File: config.mk
export PLATFORM = sky130hd
export DESIGN_NAME = adm_top
export DESIGN_NICKNAME = d
export VERILOG_FILES = /design/src/design/adm_pkg.sv /design/src/design/adm_sync.sv /design/src/design/adm_top.sv
export SDC_FILE = /design/constraint.sdc
export NUM_CORES = 1
export LEC_CHECK = 0
export BUFFER_PORTS_ARGS = -buffer_cell sky130_fd_sc_hd__buf_4
export CORE_MARGIN = 1
export CORE_UTILIZATION = 45
export CTS_BUF_LIST = sky130_fd_sc_hd__clkbuf_16
export CTS_CLUSTER_DIAMETER = 50
export DETAILED_ROUTE_END_ITERATION = 10
export PLACE_DENSITY = 0.72
export SYNTH_ARGS = -nofsm -noshare
export SYNTH_HDL_FRONTEND = slang
export SYNTH_HIERARCHICAL = 1
export SYNTH_SLANG_ARGS = --single-unit
File: constraint.sdc
create_clock -name CLK_IN -period 2.55 [get_ports CLK_IN]
set_input_delay 0.51 -clock CLK_IN [delete_from_list [all_inputs] [get_ports CLK_IN]]
set_output_delay 0.51 -clock CLK_IN [all_outputs]
set_load 0.02 [all_outputs]
File: src/design/adm_pkg.sv
// Purpose: Shared constants for the converter mode and result access block
// Assumes: APB slave, 32-bit data, one aligned word per register
// Notes:   Offsets and layouts of the software visible registers
package adm_pkg;

  // Register byte offsets
  localparam logic [7:0] OFF_CTRL    = 8'h00; // converter_control_register
  localparam logic [7:0] OFF_IEN2    = 8'h04; // second_interrupt_enable_register
  localparam logic [7:0] OFF_RESULT  = 8'h08; // Conversion result, read only
  localparam logic [7:0] OFF_WORK    = 8'h0C; // Work register
  localparam logic [7:0] OFF_CMD     = 8'h10; // Instruction strobe register
  localparam logic [7:0] OFF_PORT    = 8'h14; // Port latches and analog select
  localparam logic [7:0] OFF_PIN     = 8'h18; // Port input path, read only
  localparam logic [7:0] OFF_IRQ_ST  = 8'h1C; // Sticky event status
  localparam logic [7:0] OFF_IRQ_MSK = 8'h20; // Event mask
  localparam logic [7:0] OFF_ADIN    = 8'h24; // Converter start; reads back done, busy, mode

  // Field positions
  localparam int BIT_MODE      = 3; // Control: 0 conversion, 1 comparator
  localparam int BIT_ADC_IEN   = 2; // Second enable register: converter irq
  localparam int BIT_CMD_XFER  = 0; // Command: result transfer
  localparam int BIT_CMD_TEST  = 1; // Command: done test
  localparam int BIT_EV_DONE   = 0; // Status: done flag seen set
  localparam int BIT_EV_SKIP   = 1; // Status: test instruction skipped
  localparam int BIT_EV_SPUR   = 2; // Status: mode switch set the flag

  // Reset values
  localparam logic [3:0] CTRL_RST   = 4'h0;
  localparam logic [3:0] IEN2_RST   = 4'h0;
  localparam logic [3:0] PORT_RST   = 4'hF;
  localparam logic [2:0] MSK_RST    = 3'h0;

  // Converter busy time in cycles
  localparam int BUSY_CYCLES = 16;

  typedef enum logic [1:0]
  {
    ADM_IDLE = 2'b00,
    ADM_BUSY = 2'b01
  } adm_state_t;

endpackage : adm_pkg

File: src/design/adm_sync.sv
// Purpose: Two-flip-flop synchroniser for the shared pin inputs
// Assumes: Inputs come from pins outside the clock domain
// Notes:   First stage feeds only the second
`timescale 1ns/1ps
module adm_sync
  import adm_pkg::*;
#(
  parameter int W = 4
)
(
  input  wire logic         clk_in,
  input  wire logic         rst_in,
  input  wire logic [W-1:0] d_in,
  output logic      [W-1:0] q_out
);

  logic [W-1:0] meta_q;

  // Two stage capture
  always_ff @(posedge clk_in)
  begin
    if (rst_in)
    begin
      meta_q <= '0;
      q_out  <= '0;
    end
    else
    begin
      meta_q <= d_in;
      q_out  <= meta_q;
    end
  end

endmodule : adm_sync

File: src/design/adm_top.sv
// Purpose: Converter mode switch, done flag, result transfer, shared pins
// Assumes: APB slave on CLK_IN, synchronous active high RST_IN
// Notes:   Analog core is outside; its done pulse enters on an input
//
// How it works
// Shared pins stay ordinary port bits always
// Port input of analog pin undefined
// Software sets analog pins' latch to one
// Transfer: result low two bits to work top
// Control bit 3 picks conversion or comparator
// Software keeps mode still while busy
// Comparator-to-conversion switch may set done flag
// Software disables converter irq before switch
// Software runs done test after switch
// Done test acts only when irq disabled
// Mode zero conversion, one comparator
// Done test clears flag and skips
`timescale 1ns/1ps
module adm_top
  import adm_pkg::*;
(
  input  wire logic        CLK_IN,
  input  wire logic        RST_IN,
  input  wire logic        PSEL_IN,
  input  wire logic        PENABLE_IN,
  input  wire logic        PWRITE_IN,
  input  wire logic [7:0]  PADDR_IN,
  input  wire logic [31:0] PWDATA_IN,
  output logic      [31:0] PRDATA_OUT,
  output logic             PREADY_OUT,
  output logic             PSLVERR_OUT,
  input  wire logic        ADC_DONE_IN,    // Converter finished, one cycle
  input  wire logic [9:0]  ADC_RESULT_IN,  // Result from analog core
  input  wire logic [3:0]  PIN_IN,         // Pins: 2nd port b0,b1, 3rd b0,b1
  output logic      [3:0]  PIN_OUT,
  output logic      [3:0]  PIN_OE_N_OUT,   // Low while driving
  output logic      [3:0]  ANALOG_SEL_OUT,
  output logic             MODE_OUT,
  output logic             SKIP_OUT,       // Next instruction skipped, pulse
  output logic             ADC_IRQ_OUT,    // Converter interrupt request
  output logic             IRQ_OUT
);

  logic [3:0]  ctrl_q;
  logic [3:0]  ien2_q;
  logic [9:0]  result_q;
  logic [3:0]  work_q;
  logic [3:0]  latch_q;
  logic [3:0]  dir_q;
  logic [3:0]  asel_q;
  logic        done_q;
  logic [2:0]  irq_st_q;
  logic [2:0]  irq_msk_q;
  logic [31:0] prdata_q;
  logic        skip_q;
  logic [4:0]  busy_cnt_q;
  adm_state_t  state_q;
  logic [3:0]  pin_sync;

  // Pin inputs pass two flops before use
  adm_sync #(.W(4)) u_sync
  (
    .clk_in (CLK_IN),
    .rst_in (RST_IN),
    .d_in   (PIN_IN),
    .q_out  (pin_sync)
  );

  // Bus decode
  wire acc     = PSEL_IN & PENABLE_IN;
  wire wr      = acc & PWRITE_IN;
  wire rd      = acc & ~PWRITE_IN;
  wire hit_ctl = (PADDR_IN == OFF_CTRL);
  wire hit_ien = (PADDR_IN == OFF_IEN2);
  wire hit_res = (PADDR_IN == OFF_RESULT);
  wire hit_wrk = (PADDR_IN == OFF_WORK);
  wire hit_cmd = (PADDR_IN == OFF_CMD);
  wire hit_prt = (PADDR_IN == OFF_PORT);
  wire hit_pin = (PADDR_IN == OFF_PIN);
  wire hit_ist = (PADDR_IN == OFF_IRQ_ST);
  wire hit_msk = (PADDR_IN == OFF_IRQ_MSK);
  wire hit_adi = (PADDR_IN == OFF_ADIN);
  wire mapped  = hit_ctl | hit_ien | hit_res | hit_wrk | hit_cmd | hit_prt
               | hit_pin | hit_ist | hit_msk | hit_adi;

  // Control bits and instruction strobes
  wire       ctrl_wr   = wr & hit_ctl;
  wire       new_mode  = PWDATA_IN[BIT_MODE];
  wire       mode_cmp  = ctrl_q[BIT_MODE];
  wire       to_conv   = ctrl_wr & mode_cmp & ~new_mode;
  wire       irq_en    = ien2_q[BIT_ADC_IEN];
  wire       do_xfer   = wr & hit_cmd & PWDATA_IN[BIT_CMD_XFER];
  wire       do_test   = wr & hit_cmd & PWDATA_IN[BIT_CMD_TEST] & ~irq_en;
  wire       test_skip = do_test & done_q;
  wire       start     = wr & hit_adi & PWDATA_IN[0];
  wire       busy      = (state_q == ADM_BUSY);
  wire       fin       = ADC_DONE_IN | (busy & (busy_cnt_q == 5'h00));
  wire       set_done  = fin | to_conv;
  wire [2:0] ev        = {to_conv, test_skip, set_done};

  // Converter mode and enable registers; mode ignored while busy
  always_ff @(posedge CLK_IN)
  begin
    if (RST_IN)
    begin
      ctrl_q <= CTRL_RST;
      ien2_q <= IEN2_RST;
    end
    else
    begin
      if (ctrl_wr & ~busy)
        ctrl_q <= PWDATA_IN[3:0];
      if (wr & hit_ien)
        ien2_q <= PWDATA_IN[3:0];
    end
  end

  // Conversion timer
  always_ff @(posedge CLK_IN)
  begin
    if (RST_IN)
    begin
      state_q    <= ADM_IDLE;
      busy_cnt_q <= 5'h00;
    end
    else
    begin
      case (state_q)
        ADM_IDLE:
        begin
          if (start)
          begin
            state_q    <= ADM_BUSY;
            busy_cnt_q <= 5'(BUSY_CYCLES - 1);
          end
        end
        ADM_BUSY:
        begin
          if (busy_cnt_q == 5'h00)
            state_q <= ADM_IDLE;
          else
            busy_cnt_q <= busy_cnt_q - 5'h01;
        end
        default:
          state_q <= ADM_IDLE;
      endcase
    end
  end

  // Done flag: a setting event beats the test clear
  always_ff @(posedge CLK_IN)
  begin
    if (RST_IN)
      done_q <= 1'b0;
    else if (set_done)
      done_q <= 1'b1;
    else if (test_skip)
      done_q <= 1'b0;
  end

  // Result capture and work register transfer
  always_ff @(posedge CLK_IN)
  begin
    if (RST_IN)
    begin
      result_q <= 10'h000;
      work_q   <= 4'h0;
    end
    else
    begin
      if (ADC_DONE_IN)
        result_q <= ADC_RESULT_IN;
      if (do_xfer)
        work_q <= {result_q[1:0], 2'b00};
      else if (wr & hit_wrk)
        work_q <= PWDATA_IN[3:0];
    end
  end

  // Port latches, directions, analog selects: port stays live
  always_ff @(posedge CLK_IN)
  begin
    if (RST_IN)
    begin
      latch_q <= PORT_RST;
      dir_q   <= 4'h0;
      asel_q  <= 4'h0;
    end
    else if (wr & hit_prt)
    begin
      latch_q <= PWDATA_IN[3:0];
      dir_q   <= PWDATA_IN[7:4];
      asel_q  <= PWDATA_IN[11:8];
    end
  end

  // Sticky status, write one to clear, set wins
  always_ff @(posedge CLK_IN)
  begin
    if (RST_IN)
    begin
      irq_st_q  <= 3'h0;
      irq_msk_q <= MSK_RST;
    end
    else
    begin
      irq_st_q <= ev | (irq_st_q & ~((wr & hit_ist) ? PWDATA_IN[2:0] : 3'h0));
      if (wr & hit_msk)
        irq_msk_q <= PWDATA_IN[2:0];
    end
  end

  // Read data and skip pulse
  always_ff @(posedge CLK_IN)
  begin
    if (RST_IN)
    begin
      prdata_q <= 32'h0000_0000;
      skip_q   <= 1'b0;
    end
    else
    begin
      skip_q <= test_skip;
      if (PSEL_IN & ~PENABLE_IN & ~PWRITE_IN)
      begin
        if (hit_ctl)
          prdata_q <= {28'h0, ctrl_q};
        else if (hit_ien)
          prdata_q <= {28'h0, ien2_q};
        else if (hit_res)
          prdata_q <= {22'h0, result_q};
        else if (hit_wrk)
          prdata_q <= {28'h0, work_q};
        else if (hit_prt)
          prdata_q <= {20'h0, asel_q, dir_q, latch_q};
        else if (hit_pin)
          prdata_q <= {28'h0, pin_sync};
        else if (hit_ist)
          prdata_q <= {29'h0, irq_st_q};
        else if (hit_msk)
          prdata_q <= {29'h0, irq_msk_q};
        else if (hit_adi)
          prdata_q <= {29'h0, done_q, busy, mode_cmp};
        else
          prdata_q <= 32'h0000_0000;
      end
    end
  end

  // Outputs
  assign PRDATA_OUT     = prdata_q;
  assign PREADY_OUT     = 1'b1;
  assign PSLVERR_OUT    = acc & ~mapped;
  assign PIN_OUT        = latch_q;
  assign PIN_OE_N_OUT   = ~dir_q;
  assign ANALOG_SEL_OUT = asel_q;
  assign MODE_OUT       = mode_cmp;
  assign SKIP_OUT       = skip_q;
  assign ADC_IRQ_OUT    = done_q & irq_en;
  assign IRQ_OUT        = |(irq_st_q & irq_msk_q);

  wire unused_ok = rd;

endmodule : adm_top

; ---- Yosys cells after proc, flatten, opt, wreduce, memory -nomap -nowiden
; Index checks and enable logic that the tools add are counted.
[classes]
n_mux = 20
addsub = 1
reduce_logical = 10
n_bitwise = 45
n_eq_ne = 13
[op_table]
columns = op, n
row1 = 12-bit 2-to-1 mux, 5
row2 = "8-bit by 5-bit equality test with 1-bit output, second input constant", 4
row3 = 1-bit AND, 23
row4 = "8-bit by 4-bit equality test with 1-bit output, second input constant", 2
row5 = "8-bit by 6-bit equality test with 1-bit output, second input constant", 2
row6 = 3-bit 2-to-1 mux, 4
row7 = 4-bit 2-to-1 mux, 3
row8 = 1-bit OR, 11
row9 = 5-bit 2-to-1 mux, 2
row10 = 5-bit case mux with 2 select lines, 1
row11 = "8-bit by 3-bit equality test with 1-bit output, second input constant", 1
row12 = 8-bit zero test, 1
row13 = 3-bit AND, 2
row14 = 1-bit NOT, 6
row15 = 2-bit nonzero test, 3
row16 = 5-bit zero test, 1
row17 = "5-bit by 1-bit subtractor with 5-bit output, second input constant", 1
row18 = 2-bit 2-to-1 mux, 2
row19 = "2-bit inequality test, second input constant", 2
row20 = 4-bit NOT, 1
row21 = 2-bit case mux with 2 select lines, 1
row22 = 3-bit NOT, 1
row23 = 3-bit OR, 1
row24 = 3-bit AND reduction, 1
row25 = 7 further kinds, 8
[totals]
input_bits = 60
ff_bits = 89
elab_cells = 106

; ---- Depth between registers and ports, before layout
[depth]
word_depth = 12
depth_mapped = 7
mapped_depth_nobuf = 6

; ---- Hierarchy
; The synthesis kept the hierarchy.
[modules_own_cells]
columns = module, area_per_inst_um2, instances, cells_per_inst
row1 = adm_top, 3168.0, 1, 358
row2 = adm_sync, 210.2, 1, 16

; ---- Worst setup path before layout
; OpenSTA, ideal clock, no wires.
[synth_path]
kind = input to output
from = input PADDR_IN[3]
to = output PSLVERR_OUT
setup_slack_ns = 0.196
path_stages = 5
t_arrival_ns = 1.844
cell_sequence = clkbuf_1 clkbuf_1 clkbuf_1 o21ai_0 a31oi_1
[synth_between]
elab_chain_cells = 12
[synth_rtl]
columns = item, line
row1 = start: declaration, adm_top.sv:27  ; input wire logic [7:0] PADDR_IN,
row2 = 8-bit by 3-bit equality test with 1-bit output / 8-bit zero test (equally long branches), "adm_top.sv:74, adm_top.sv:73"
row3 = 1-bit OR (5 in a row), adm_top.sv:83  ; wire mapped = hit_ctl | hit_ien | hit_res | hit_wrk | hit_cmd | hit_prt
row4 = 1-bit OR (3 in a row), adm_top.sv:84  ; | hit_pin | hit_ist | hit_msk | hit_adi;
row5 = 1-bit OR *, adm_top.sv:84
row6 = 1-bit NOT *, adm_top.sv:253  ; assign PSLVERR_OUT = acc & ~mapped;
row7 = 1-bit AND *, adm_top.sv:253
row8 = end: declaration, adm_top.sv:31  ; output logic PSLVERR_OUT,
; Every way passes the cells marked *; elsewhere a longest branch is shown, timed or not.

; ---- Worst setup path after layout
[layout_path]
from = input PADDR_IN[5]
to = register irq_st_q[1]
[layout_between]
elab_chain_cells = 6
[layout_rtl]
columns = item, line
row1 = "8-bit by 5-bit equality test with 1-bit output, on equally long branches", "adm_top.sv:77, adm_top.sv:80"
row2 = "1-bit AND, on equally long branches", "adm_top.sv:93, adm_top.sv:207"
row3 = 1-bit AND / 3-bit 2-to-1 mux (equally long branches), "adm_top.sv:93, adm_top.sv:207"
row4 = 1-bit AND / 3-bit NOT (equally long branches), "adm_top.sv:93, adm_top.sv:207"
row5 = 1-bit AND / 3-bit AND (equally long branches), "adm_top.sv:94, adm_top.sv:207"
row6 = 3-bit OR *, adm_top.sv:207  ; irq_st_q <= ev | (irq_st_q & ~((wr & hit_ist) ? PWDATA_IN[2:0] : 3'h0));
row7 = end signal: assignment, adm_top.sv:207
row8 = end: declaration, adm_top.sv:52  ; logic [2:0] irq_st_q;
; Marked as above.
; A chain may end at the register's enable or synchronous reset.

==> qor.csv <==
stage,metric,value,unit
status,status,"finished, final reports clean",
timing,minimum clock period,2070,ps
timing,crit share post-route,0.811,
cts,PostCTS Resize Cnt,0,
yosys,syn_area_per_cell,9.03,um^2
placed_design,Post-DP Area,0.00392,mm^2
worst_setup_path,Crit Path Max Fanout,8,
placed_design,HPWL Detailed,6180,um
yosys,"area leader, netlist",dfxtp_1,
timing,final setup skew,4.40,ps
placed_design,global placement routability congestion,0.913,
timing,max_slew headroom,0.502,
routing,final WL,8780,um
routing,drt drc,0,
routing,DRT antenna net count,0,
cts,hold buffers post-CTS,0,
worst_setup_path,critical path class,input pin to flip-flop,
cts,clock sinks,68,
worst_setup_path,worst path cell trace,buf_4 -> or4b_1 -> or4_1 -> o21ai_0 -> a21oi_1,
yosys,cells after synthesis,374,
cts,TritonCTS clock tree,yes,
routing,routed vias,3037,
routing,Vias/cell,5.54,
cts,Root Buffer,clkbuf_16,
cts,clock transition at the registers of the reported paths,50,ps
placed_design,PortBufs,68,
power,Worst IR Drop VDD,294,uV
die,Initial Util,0.466,
cells_and_area,ant diodes,0,
yosys,number of flops mapped to enable cells by yosys,0,
cells_and_area,final net count,505,
global_route,largest net degree at the start of global routing,38,
timing,final setup fails,0,
global_route,global-route wire length before repair,13400,um
yosys,"Primary FF master, synth",dfxtp_1,
die,core area,0.00725,mm^2
timing,endpoints failing hold,0,
die,Rows,31,
cts,total CTS buffers,9,
power,Pleak,1.74,nW
global_route,All-Layer GR Usage,0.230,
cts,Post-CTS Setup Inserts,0,
hold_path,worst min path class,input pin to flip-flop,
cts,H-tree depth,3,
global_route,number of global-route vias before repair,2695,
yosys,post-synthesis register bit count,68,
cells_and_area,post-route design area,0.00427,mm^2
routing,Routed WL per cell,16.0,um
yosys,share of synthesized registers carrying an async set or reset,0,
timing,fin worst setup slack,482,ps
worst_setup_path,Worst setup SP type,input pin,
timing,f_max,484,MHz
die,I/O pin count,110,
cells_and_area,number of flip-flops under the largest register name,12,
timing,setup_tns,0,ps
routing,First-pass DRT Iterations,5,
timing,RSZ-0062 raised after global routing,false,
cells_and_area,share of cells above drive strength 1,0.272,
routing,1st-iter DRT viols,154,
yosys,Syn Std Cell Area,0.00338,mm^2
yosys,count of cell types in the netlist,56,
global_route,total congestion overflow,0,
worst_setup_path,max incr delay on CP,710,ps
cells_and_area,Layout area overhead,26.5,%
yosys,post-synth top area share,0.403,
run,max_cap viols,0,
die,die footprint,0.00786,mm^2
die,die height,88.6,um
power,pwr dens,646,mW/mm^2
yosys,Synth area leaders,"dfxtp_1 40%, mux2i_1 9.5%, buf_4 4.7%, a21oi_1 3.7%, nor2_1 3.7%",
worst_setup_path,Setup crit end kind,flip-flop,
placed_design,Worst Setup Slack post-DPL,172,ps
global_route,initial antenna violation count,0,
worst_setup_path,"Max stage delay cell, worst path",or4b_1,
yosys,yosys warns,6,
worst_setup_path,Worst Path Required,2760,ps
timing,Slew @ Worst Pin,742,ps
cts,clock buffer depth,2,
die,die width,88.6,um
yosys,sequential area share after synthesis,0.403,
worst_setup_path,CP arrival,2280,ps
cts,worst skew pair latency,330,ps
timing,Max Transition Viols Final,0,
report_power, final:
| group | internal [mW] | total, mW | switching (mW) |
|---|---|---|---|
| clock | 0.961 | 1.44 | 0.478 |
| sequential | 1.08 | 1.09 | 0.0115 |
| combinational | 0.0876 | 0.229 | 0.141 |
| total | 2.13 | 2.76 | 0.630 |
routing by layer:
layer	routed length [um]	vias up	track usage	share of wire
met2	4100	164	0.363	0.47
li1	-	1442	-	-
met4	173	0	0.0836	0.020
met3	767	18	0.0756	0.087
met5	0	-	0	0
met1	3740	1413	0.293	0.43
synth_stat cells (4+ instances only):
cell type / count
dfxtp_1: 68
nor2_1: 33
mux2i_1: 32
nand2_1: 28
a21oi_1: 25
buf_4: 21
clkbuf_1: 15
inv_1: 14
a22o_1: 12
nor3_1: 11
nor2b_1: 10
nand3_1: 7
nor3b_1: 7
o21ai_0: 7
nor4_1: 4
or3_1: 4
or4_1: 4
or4b_2: 4
critical path, delay by kind of cell:
family,cells,cell delay [ps]
AND/OR/NAND/NOR,2,1320
AO/OA/AOI/OAI,2,310
buffers and inverters,1,140
logic make-up (layout without fill, tap and decap cells):
family | Yosys count | count (layout) | synth area share
adders and majority gates | 1 | 1 | 0.00370
other | 2 | 21 | 0.00222
DFF | 68 | 68 | 0.403
AOI/OAI and AO/OA | 73 | 73 | 0.150
muxes | 34 | 34 | 0.101
and+or+nand+nor | 137 | 137 | 0.238
xor gates and xnor gates | 1 | 1 | 0.00259
buffers and inverters | 58 | 114 | 0.0985
through the flow:
step | utilization | std cells | power [mW] | hold WS [ps]
floorplan | - | 393 | 1.27 | 414
global placement | 0.541 | 532 | 1.34 | 425
detailed placement | 0.541 | 532 | 1.34 | 425
CTS | 0.589 | 548 | 2.77 | 383
global route | 0.589 | 548 | 2.85 | 397
finish | 0.589 | 548 | 2.76 | 390
layout make-up:
type / instances / area [um^2]
fill: 650 / 2980
multi-input combinational: 267 / 1760
sequential: 68 / 1360
timing repair buffer: 84 / 631
clock buffer: 9 / 225
clock inverter: 7 / 124
tap: 99 / 124
inverter: 14 / 52.6
worst paths after layout:
check / start / end / slack, ps / cells after the start
worst min-delay path: PIN_IN[1] / u_sync/meta_q[1] / 390 / 2
worst max register to register: busy_cnt_q[0] / busy_cnt_q[0] / 780 / 6
worst max-delay path: PADDR_IN[5] / irq_st_q[1] / 480 / 5
worst min register to register: u_sync/meta_q[2] / u_sync/q_out[2] / 430 / 1
layout by cell type, fill, tap and decap left out, types with 4 or more instances in the layout:
| master | netlist | routed |
|---|---|---|
| nor2_1 | 33 | 33 |
| nor2b_1 | 10 | 10 |
| nor3b_1 | 7 | 7 |
| or4_1 | 4 | 4 |
| clkbuf_16 | 0 | 9 |
| a21oi_1 | 25 | 25 |
| conb_1 | 2 | 21 |
| mux2i_1 | 32 | 32 |
| nor3_1 | 11 | 11 |
| or4b_2 | 4 | 4 |
| or3_1 | 4 | 4 |
| buf_4 | 21 | 84 |
| nand3_1 | 7 | 7 |
| o21ai_0 | 7 | 7 |
| nand2_1 | 28 | 28 |
| dfxtp_1 | 68 | 68 |
| a22o_1 | 12 | 12 |
| inv_1 | 14 | 14 |
| nor4_1 | 4 | 4 |
(Power assumes the default switching activity.)
